## config.mk

```make
export PLATFORM = sky130hd
export DESIGN_NAME = bdc_regs
export DESIGN_NICKNAME = d
export VERILOG_FILES = /design/src/bdc_pkg.sv /design/src/bdc_regs.sv
export SDC_FILE = /design/constraint.sdc
export NUM_CORES = 1
export LEC_CHECK = 0
export BUFFER_PORTS_ARGS = -buffer_cell sky130_fd_sc_hd__buf_2
export CAP_MARGIN = 20
export CORE_ASPECT_RATIO = 2
export CORE_MARGIN = 4
export CORE_UTILIZATION = 47
export CTS_CLUSTER_SIZE = 16
export DETAILED_ROUTE_END_ITERATION = 16
export PLACE_DENSITY_LB_ADDON = 0.08
export SLEW_MARGIN = 20
export SYNTH_ARGS = -nofsm -noshare
export SYNTH_HDL_FRONTEND = slang
export SYNTH_SLANG_ARGS = --single-unit
```

## constraint.sdc

```tcl
create_clock -name CLOCK -period 2.9 [get_ports CLOCK]
set_clock_uncertainty 0.1 [all_clocks]
set_input_delay 0.435 -clock CLOCK [delete_from_list [all_inputs] [get_ports CLOCK]]
set_output_delay 0.435 -clock CLOCK [all_outputs]
set_load 0.03 [all_outputs]
```

## src/bdc_pkg.sv

```systemverilog
package bdc_pkg;
	// ****************************************
	// register offsets and reset values
	// ****************************************
	localparam logic [7:0]  DIAG_ZERO_OFFSET  = 8'hC0;
	localparam logic [7:0]  DIAG_ONE_OFFSET   = 8'hC4;
	localparam logic [31:0] DIAG_ZERO_RESET   = 32'h00000001;
	localparam logic [31:0] DIAG_ONE_RESET    = 32'h00120108;
	localparam logic [2:0]  SLEEP_EXIT_LAT_RESET = 3'h4;
	// writable bits; everything else reads zero except the captured bus and device numbers
	localparam logic [31:0] DIAG_ZERO_WMASK   = 32'h0004CF87;
	localparam logic [31:0] DIAG_ONE_WMASK    = 32'h001FFFFF;
	// reserved writable bits, kept but never steer anything
	localparam logic [31:0] DIAG_ZERO_RSVD_RW = 32'h0000CF82;
	localparam logic [31:0] DIAG_ONE_RSVD_RW  = 32'h00007803;
	// ****************************************
	// field positions
	// ****************************************
	localparam int BUS_NUM_LSB     = 24;
	localparam int DEV_NUM_LSB     = 19;
	localparam int ADV_ERR_BIT     = 18;
	localparam int CFG_ACCESS_BIT  = 2;
	localparam int CLKREQ_HOLD_BIT = 0;
	localparam int LAT_SEP_LSB     = 18;
	localparam int LAT_SHR_LSB     = 15;
	localparam int DS_RST_SUPP_BIT = 10;
	localparam int SLEEP_TMR_LSB   = 6;
	localparam int STBY_TMR_LSB    = 2;
	// ****************************************
	// timing
	// ****************************************
	localparam int CLK_PERIOD_PS      = 10000;
	localparam int SLEEP_TICK_PS      = 512000;
	localparam int STBY_TICK_PS       = 16000;
	localparam int SLEEP_TICK_CYCLES  = SLEEP_TICK_PS / CLK_PERIOD_PS;
	localparam int STBY_TICK_CYCLES   = STBY_TICK_PS / CLK_PERIOD_PS;
endpackage

```

## src/bdc_regs.sv

```systemverilog
`timescale 1ns/1ps
// Summary of operation
// - upstream bus number read-only in top byte
// - upstream device number read-only below it
// - advisory error disable bit, zero means supported
// - enable lets config cycles reach memory registers
// - clock request hold forces clkreq, resets one
// - read-only reserved bits read zero, ignore writes
// - writable reserved bits reset zero, write zeros
// - shared clock set mirrors separate-clock latency
// - shared clock clear mirrors shared-clock latency
// - suppress bit masks downstream reset, resets zero
// - sleep entry timer counts 510 ns units (51 clock cycles)
// - standby entry timer counts 10 ns clock cycles
// - fundamental, global, power-on reset restore defaults
// - second register at C4h, reset 00120108h
// - first register at C0h, reset 00000001h
module bdc_regs
	import bdc_pkg::*;
(
	input  wire logic        CLOCK,
	input  wire logic        NRST,
	input  wire logic        PERST_N,
	input  wire logic        GLOBAL_RESET_INPUT_N,
	input  wire logic        CFG_WR,
	input  wire logic        CFG_RD,
	input  wire logic [7:0]  CFG_ADDR,
	input  wire logic [3:0]  CFG_BE,
	input  wire logic [31:0] CFG_WDATA,
	input  wire logic        CAPTURE_VALID,
	input  wire logic [7:0]  CAPTURE_BUS,
	input  wire logic [4:0]  CAPTURE_DEVICE,
	input  wire logic        SHARED_CLOCK_CONFIG,
	input  wire logic        DOWNSTREAM_RESET_BIT,
	input  wire logic        MEM_REG_CFG_HIT,
	input  wire logic        LINK_ACTIVE,
	output logic [31:0]      CFG_RDATA,
	output logic             CFG_ACK,
	output logic             CLKREQ_N,
	output logic             ADVISORY_ERROR_DISABLE,
	output logic             MEM_REG_CFG_ALLOW,
	output logic             DOWNSTREAM_RESET,
	output logic [2:0]       ADVERTISED_SLEEP_EXIT_LATENCY,
	output logic             SLEEP_ENTRY_OK,
	output logic             STANDBY_ENTRY_OK
);
	// ****************************************
	// reset release
	// ****************************************
	logic       rst_a_r;
	logic       rst_b_r;
	logic       rst_n;
	// any of the three resets restores defaults
	assign rst_n = NRST & PERST_N & GLOBAL_RESET_INPUT_N;

	always_ff @(posedge CLOCK or negedge rst_n) begin
		if (!rst_n) begin
			rst_a_r <= 1'b0;
			rst_b_r <= 1'b0;
		end else begin
			rst_a_r <= 1'b1;
			rst_b_r <= rst_a_r;
		end
	end

	// ****************************************
	// register storage
	// ****************************************
	logic [31:0] zero_r;
	logic [31:0] one_r;
	logic [31:0] zero_nxt;
	logic [31:0] one_nxt;
	logic        hit_zero;
	logic        hit_one;

	function automatic logic [31:0] merge(input logic [31:0] old, input logic [31:0] wd,
		input logic [3:0] be, input logic [31:0] wmask);
		logic [31:0] lanes;
		lanes = {{8{be[3]}}, {8{be[2]}}, {8{be[1]}}, {8{be[0]}}} & wmask;
		merge = (old & ~lanes) | (wd & lanes);
	endfunction

	assign hit_zero = (CFG_ADDR == DIAG_ZERO_OFFSET);
	assign hit_one  = (CFG_ADDR == DIAG_ONE_OFFSET);

	always_comb begin
		zero_nxt = zero_r;
		one_nxt  = one_r;
		if (CFG_WR && hit_zero) begin
			// only writable bits change; read-only reserved stay zero
			zero_nxt = merge(zero_r, CFG_WDATA, CFG_BE, DIAG_ZERO_WMASK);
		end
		if (CFG_WR && hit_one) begin
			one_nxt = merge(one_r, CFG_WDATA, CFG_BE, DIAG_ONE_WMASK);
		end
		// captured numbers come from traffic, never from writes
		if (CAPTURE_VALID) begin
			zero_nxt[BUS_NUM_LSB +: 8] = CAPTURE_BUS;
			zero_nxt[DEV_NUM_LSB +: 5] = CAPTURE_DEVICE;
		end
	end

	// reserved writable bits come out of reset as zero
	always_ff @(posedge CLOCK or negedge rst_b_r) begin
		if (!rst_b_r) begin
			zero_r <= DIAG_ZERO_RESET;
			one_r  <= DIAG_ONE_RESET;
		end else begin
			zero_r <= zero_nxt;
			one_r  <= one_nxt;
		end
	end

	// ****************************************
	// read path
	// ****************************************
	// every request answered next cycle; no wait states to track
	always_ff @(posedge CLOCK or negedge rst_b_r) begin
		if (!rst_b_r) begin
			CFG_ACK <= 1'b0;
		end else begin
			CFG_ACK <= CFG_RD | CFG_WR;
		end
	end

	// unmapped offsets and writes read zero
	always_ff @(posedge CLOCK or negedge rst_b_r) begin
		if (!rst_b_r) begin
			CFG_RDATA <= 32'h00000000;
		end else begin
			if (CFG_RD && hit_zero) begin
				CFG_RDATA <= zero_r;
			end else if (CFG_RD && hit_one) begin
				CFG_RDATA <= one_r;
			end else begin
				CFG_RDATA <= 32'h00000000;
			end
		end
	end

	// ****************************************
	// field views
	// ****************************************
	logic       hold_bit;
	logic       adv_bit;
	logic       access_bit;
	logic       suppress_bit;
	logic [2:0] lat_separate;
	logic [2:0] lat_shared;
	logic [2:0] latency_sel;
	logic [3:0] sleep_lim;
	logic [3:0] stby_lim;

	assign hold_bit     = zero_r[CLKREQ_HOLD_BIT];
	assign adv_bit      = zero_r[ADV_ERR_BIT];
	assign access_bit   = zero_r[CFG_ACCESS_BIT];
	assign suppress_bit = one_r[DS_RST_SUPP_BIT];
	assign lat_separate = one_r[LAT_SEP_LSB +: 3];
	assign lat_shared   = one_r[LAT_SHR_LSB +: 3];
	assign sleep_lim    = one_r[SLEEP_TMR_LSB +: 4];
	assign stby_lim     = one_r[STBY_TMR_LSB +: 4];
	// link control bit picks which latency is advertised
	assign latency_sel  = SHARED_CLOCK_CONFIG ? lat_separate : lat_shared;

	// ****************************************
	// controls driven from the fields
	// ****************************************
	// hold low while set; otherwise released to the power logic
	always_ff @(posedge CLOCK or negedge rst_b_r) begin
		if (!rst_b_r) begin
			CLKREQ_N <= 1'b0;
		end else begin
			CLKREQ_N <= ~hold_bit & ~LINK_ACTIVE;
		end
	end

	always_ff @(posedge CLOCK or negedge rst_b_r) begin
		if (!rst_b_r) begin
			ADVISORY_ERROR_DISABLE <= 1'b0;
		end else begin
			ADVISORY_ERROR_DISABLE <= adv_bit;
		end
	end

	// gate only; the memory-mapped decode stays outside
	always_ff @(posedge CLOCK or negedge rst_b_r) begin
		if (!rst_b_r) begin
			MEM_REG_CFG_ALLOW <= 1'b0;
		end else begin
			MEM_REG_CFG_ALLOW <= access_bit & MEM_REG_CFG_HIT;
		end
	end

	always_ff @(posedge CLOCK or negedge rst_b_r) begin
		if (!rst_b_r) begin
			DOWNSTREAM_RESET <= 1'b0;
		end else begin
			DOWNSTREAM_RESET <= DOWNSTREAM_RESET_BIT & ~suppress_bit;
		end
	end

	always_ff @(posedge CLOCK or negedge rst_b_r) begin
		if (!rst_b_r) begin
			ADVERTISED_SLEEP_EXIT_LATENCY <= SLEEP_EXIT_LAT_RESET;
		end else begin
			ADVERTISED_SLEEP_EXIT_LATENCY <= latency_sel;
		end
	end

	// ****************************************
	// entry timers
	// ****************************************
	logic [$clog2(SLEEP_TICK_CYCLES+1)-1:0] sleep_pre_r;
	logic [$clog2(STBY_TICK_CYCLES+1)-1:0]  stby_pre_r;
	logic [3:0] sleep_cnt_r;
	logic [3:0] stby_cnt_r;
	logic       sleep_tick;
	logic       stby_tick;

	assign sleep_tick = (sleep_pre_r == ($bits(sleep_pre_r))'(SLEEP_TICK_CYCLES - 1));
	// 62.5 MHz is not a whole divisor of 100 MHz; tick rounds down to one 10 ns cycle
	assign stby_tick  = (stby_pre_r == ($bits(stby_pre_r))'(STBY_TICK_CYCLES - 1));

	// activity restarts the prescalers and counts
	always_ff @(posedge CLOCK or negedge rst_b_r) begin
		if (!rst_b_r) begin
			sleep_pre_r <= '0;
		end else if (LINK_ACTIVE) begin
			sleep_pre_r <= '0;
		end else begin
			sleep_pre_r <= sleep_tick ? '0 : sleep_pre_r + 1'b1;
		end
	end

	always_ff @(posedge CLOCK or negedge rst_b_r) begin
		if (!rst_b_r) begin
			stby_pre_r <= '0;
		end else if (LINK_ACTIVE) begin
			stby_pre_r <= '0;
		end else begin
			stby_pre_r <= stby_tick ? '0 : stby_pre_r + 1'b1;
		end
	end

	// counts saturate at the limit so a long idle never wraps
	always_ff @(posedge CLOCK or negedge rst_b_r) begin
		if (!rst_b_r) begin
			sleep_cnt_r <= 4'h0;
		end else if (LINK_ACTIVE) begin
			sleep_cnt_r <= 4'h0;
		end else if (sleep_tick && sleep_cnt_r < sleep_lim) begin
			sleep_cnt_r <= sleep_cnt_r + 4'h1;
		end
	end

	always_ff @(posedge CLOCK or negedge rst_b_r) begin
		if (!rst_b_r) begin
			stby_cnt_r <= 4'h0;
		end else if (LINK_ACTIVE) begin
			stby_cnt_r <= 4'h0;
		end else if (stby_tick && stby_cnt_r < stby_lim) begin
			stby_cnt_r <= stby_cnt_r + 4'h1;
		end
	end

	always_ff @(posedge CLOCK or negedge rst_b_r) begin
		if (!rst_b_r) begin
			SLEEP_ENTRY_OK <= 1'b0;
		end else begin
			SLEEP_ENTRY_OK <= ~LINK_ACTIVE & (sleep_cnt_r >= sleep_lim);
		end
	end

	always_ff @(posedge CLOCK or negedge rst_b_r) begin
		if (!rst_b_r) begin
			STANDBY_ENTRY_OK <= 1'b0;
		end else begin
			STANDBY_ENTRY_OK <= ~LINK_ACTIVE & (stby_cnt_r >= stby_lim);
		end
	end
endmodule

```

### After elaboration in Yosys (flattened, before gate mapping)

Cells that the tools add are included.

* magnitude comparators: 4
* bitwise operators: 20
* mux-type cells: 13
* add/sub/neg operators: 4
* shift-type cells: 0
* reduce and logical (&&, ||, !) cells: 9
* div/mod/pow operators: 0
* equality and inequality tests: 3
* multipliers: 0

Operator list (count)
* $mux W32: 3
* $and A32 B32 Y32: 2
* $or A32 B32 Y32: 2
* $and A32 B19 Y32: 1
* $and A32 B21 Y32: 1
* $not A19 Y32: 1
* $not A21 Y32: 1
* $eq A8 B8 Y1 const B: 2
* $mux W4: 4
* $mux W13: 1
* $mux W6: 2
* $add A4 B1 Y4 const B: 2
* $ge A4 B4 Y1: 2
* $lt A4 B4 Y1: 2
* $and A1 B1 Y1: 7
* $add A6 B1 Y6 const B: 1
* $eq A6 B6 Y1 const B: 1
* $logic_and A1 B1 Y1: 6
* $reduce_bool A2 Y1: 3
* $not A1 Y1: 4
* $mux W3: 1
* $mux W1: 2
* $add A1 B1 Y1 const B: 1
* $or A1 B1 Y1: 1

* memories: 0
* logic and storage cells: 71
* register bits: 123
* bits in latches: 0
* ROM bits: 0
* RAM bits: 0

### Logic depth before layout (Yosys ltp)

* word-level depth: 5
* gate-level depth with buffers: 6

### Worst setup path after synthesis

OpenSTA, ideal clock, no wires.

* kind: register -> register
* from: register (tool-made name)
* to: register stby_cnt_r[3]
* cell stages (with the launch flop): 7
* arrival time: 1826 ps
* buffers on the path: 0
* setup slack: 896 ps
* library setup time: 78 ps
* period minus slack after synthesis: 2004 ps
* data required time: 2722 ps
* cells stage by stage: dfstp_2 -> inv_1 -> ha_1 -> nor2b_1 -> o211a_1 -> or4_1 -> a21oi_1

RTL lines
* to (signal assigned): line bdc_regs.sv:262 `stby_cnt_r <= stby_cnt_r + 4'h1;`
* to (decl): line bdc_regs.sv:216 `logic [3:0] stby_cnt_r;`

==> implementation parameters <==
Parameter                              Value

STA
  Max Clock Freq    470 MHz
  Final Hold Viols    0
  Max-slew violation count    0
  Setup repair after global routing missed its margin    no
  Minimum clock period after layout    roughly 2100 ps
  Measured slew at the worst slew-check pin    604 ps
  Normalized max-slew margin    59.8%
  Ratio of final minimum period to clock period    about three quarters
  Final sum of negative setup slack    0 ps
  Final setup viols    0

Setup path
  Cells traversed along the worst timing path    inv_1 -> ha_1 -> nor2b_1 -> o211a_1 -> or4_1 -> a21oi_1
  Crit path required time    a little over 3000 ps
  Kind of end point of the critical path    register
  Crit start category    register
  Setup Crit Path Kind    register to register
  CP max stage cell    sky130_fd_sc_hd__dfstp_2
  Critical path buffer and inverter count    1
  Kind of cell with the highest combined delay on the critical path    simple AND/OR/NAND/NOR gates
  Worst-path maximum fanout    5
  Signal arrival time at the worst endpoint    around 2300 ps
  Maximum single-stage delay on the critical path    530 ps

Yosys
  Flip-flop and latch count after synthesis    around 100
  Synthesized-area fraction occupied by ao, oa, aoi and oai cells    6.78%
  Prevailing post-synth register cell    sky130_fd_sc_hd__dfrtp_1
  Fraction of the mapped netlist area in adder cells    under 10%
  Count of flip-flops with a built-in enable after synthesis    0
  Synthesized Nets    between 300 and 400
  Share of synthesized area spent on multiplexers    a little over an eighth
  Share of synthesized registers carrying an async set or reset    100%
  XOR/XNOR share of the synthesized area    less than 1%
  Share of the yosys chip area belonging to registers    63.1%
  Largest family of logic cells by synthesized area    multiplexers
  Share of synthesized cell area in and, or, nand and nor gates    roughly 10%
  Total number of yosys warnings    0
  Distinct cell type count of the synthesized netlist    44
  Cells after synthesis    ~290
  Mean instance size in the synthesized netlist    14.1 µm²
  Netlist Area Pre-Place    0.00410 mm²

Clock network
  Clk_lat worst skew    between 300 and 400 ps
  Clock transition at the register clock pins on the worst setup and hold paths after CTS    70 ps
  Number of H-tree levels    3
  CTS Buffer Depth    2
  Number of buffers created by CTS    9
  CTS tree    yes
  Root Driver    sky130_fd_sc_hd__clkbuf_16
  Clock tree sinks    between 100 and 150

Floorplan
  Die X-Extent    roughly 74 µm
  Standard cell core area    between 0.008 and 0.009 mm²
  Row Count    48
  Initial standard-cell utilization of the core    between 40 and 50%
  Total die area    between 0.01 and 0.015 mm²
  Vertical die dimension    140 µm
  Top-level port count    110

Routing
  Post-DR vias/cell    5.20
  Count of unresolved DRC violations after routing    0
  Drt pass-1 iters    4
  Wire length per cell    between 15 and 20 µm
  Number of antenna-violating nets in the routed design    0
  Vias post-DR    between 2000 and 3000
  Drt first-iter violations    80
  DRT Wirelength    slightly above 8000 µm

Power and ir drop
  Power density over cell area    about 580 mW/mm²
  Switching power as a share of total power    between 20% and 30%
  Sum of internal, switching and leakage power    approximately 3 mW
  Switching power total    just under 0.7 mW
  Max rail drop VDD    between 0.3 and 0.4 mV
  Comb power frac    under 10%
  Relative contribution of sequential cells to total power    between 50 and 60%
  Clock Power Share    a little over two fifths
  Internal power summed over all cells    around 2.2 mW
  Leakage power of the design    ~2.6 nW

Global route
  Via count of the first global-routing pass    2820
  First-pass GRT wire length    ~13000 µm
  Number of antenna violations at the first check in global routing    1
  Tot GR Track Use    16.8%
  GR Overflow Total    0
  Largest net degree at the start of global routing    slightly below 60

Place
  Count of port buffers added during placement    between 90 and 100
  Final weighted congestion in routability-driven placement    0.821
  Detailed placer's ending HPWL    approximately 6000 µm

Layout
  Area occupied by multi-input gates    0.00143 mm²
  Seq. cell area    0.00259 mm²
  Area Overhead vs Synth    23.0%
  Proportion of layout cells with a drive suffix above 1    about two fifths
  Most frequent cells in the layout    97 x sky130_fd_sc_hd__buf_2, 96 x sky130_fd_sc_hd__dfrtp_1, 30 x sky130_fd_sc_hd__mux2_2
  Final-stage net count    477
  Number of filler instances in the final layout    approximately 740
  Most common cell after layout, fill and taps aside    sky130_fd_sc_hd__buf_2

Flow run
  Max capacitance violation total    0

Hold path
  Type of the tightest min-delay check    input pin to register

Status
  Result of the run    complete, no violations
==> power groups by stage <==
| stage | Clock (mW) | Combinational [mW] | Sequential, mW |
|---|---|---|---|
| floorplan | 0 | 0.0733 | 1.56 |
| global placement | 0 | 0.162 | 1.54 |
| CTS | 1.28 | 0.169 | 1.52 |
| finish | 1.25 | 0.165 | 1.51 |
| detailed placement | 0 | 0.166 | 1.54 |
| global route | 1.34 | 0.186 | 1.52 |
==> through the flow <==
step | util, % | hold WS, ps | worst slack, ps | instances | cell area, µm²
CTS | 58.6 | 174 | 756 | 502 | 5040
global route | 58.7 | 190 | 716 | 503 | 5040
global placement | 54.8 | 237 | 719 | 484 | 4710
detailed placement | 54.8 | 246 | 687 | 484 | 4710
floorplan | - | 168 | 896 | 291 | 4100
finish | 58.7 | 195 | 771 | 503 | 5040
==> cells by family (layout without fill, tap and decap cells) <==
group                      count (synthesis)  in the layout
other                                      1              2
DFF                                      103            103
adders and majority gates                 12             12
and+or+nand+nor                           65             65
AOI/OAI and AO/OA                         38             38
muxes                                     49             49
xor gates and xnor gates                   4              4
buffers and inverters                     19            130
==> routing by layer <==
layer | part of all wire [%] | track usage (%)
met2 | 53 | 28.9
met5 | 0 | 0
met4 | 2.9 | 7.55
met1 | 38 | 19.1
met3 | 5.8 | 3.88
==> final timing paths <==
check                             startpoint                        end  slack (ps)  depth (start not counted)
max reg2reg                         register  stby_cnt_r[3]$_DFFE_PN0P_         770                          6
min                                   CFG_WR          CFG_ACK$_DFF_PN0_         190                          2
max in group asynchronous            PERST_N          rst_b_r$_DFF_PN0_        1590                          4
min reg2reg                rst_b_r$_DFF_PN0_          CFG_ACK$_DFF_PN0_         250                          0
max                                 register  stby_cnt_r[3]$_DFFE_PN0P_         770                          6
min in group asynchronous  rst_b_r$_DFF_PN0_          CFG_ACK$_DFF_PN0_         250                          0
==> synthesized netlist by cell type, types with 3 or more instances <==
master | count | share of area [%]
sky130_fd_sc_hd__nor2b_1 | 4 | 0.61
sky130_fd_sc_hd__o21ai_0 | 4 | 0.49
sky130_fd_sc_hd__buf_2 | 3 | 0.37
sky130_fd_sc_hd__or4_1 | 3 | 0.55
sky130_fd_sc_hd__nand3_1 | 13 | 1.6
sky130_fd_sc_hd__mux2_1 | 19 | 5.2
sky130_fd_sc_hd__nor2_1 | 12 | 1.1
sky130_fd_sc_hd__ha_1 | 12 | 3.7
sky130_fd_sc_hd__dfrtp_1 | 97 | 59
sky130_fd_sc_hd__dfstp_2 | 6 | 3.8
sky130_fd_sc_hd__mux2_2 | 30 | 8.2
sky130_fd_sc_hd__nor4_1 | 3 | 0.46
sky130_fd_sc_hd__a21oi_1 | 9 | 1.1
sky130_fd_sc_hd__o31ai_1 | 3 | 0.55
sky130_fd_sc_hd__and2_1 | 17 | 2.6
sky130_fd_sc_hd__a22o_1 | 13 | 2.8
sky130_fd_sc_hd__inv_1 | 11 | 1.0
==> repair_timing <==
item	in CTS	in global routing
endpoints found under the hold margin	2	0
resized for setup	0	0
hold buffers	2	0
setup buffers	0	0
==> final cells by class <==
type / count / share of cell area (%)
Inverter: 12 / 0.894
Clock buffer: 9 / 4.47
Sequential cell: 103 / 51.4
Timing Repair Buffer: 102 / 10.7
Multi-Input combinational cell: 169 / 28.3
Tap cell: 100 / 2.48
Clock inverter: 7 / 1.69
Antenna cell: 1 / 0.0497
(Power assumes the default switching activity.)
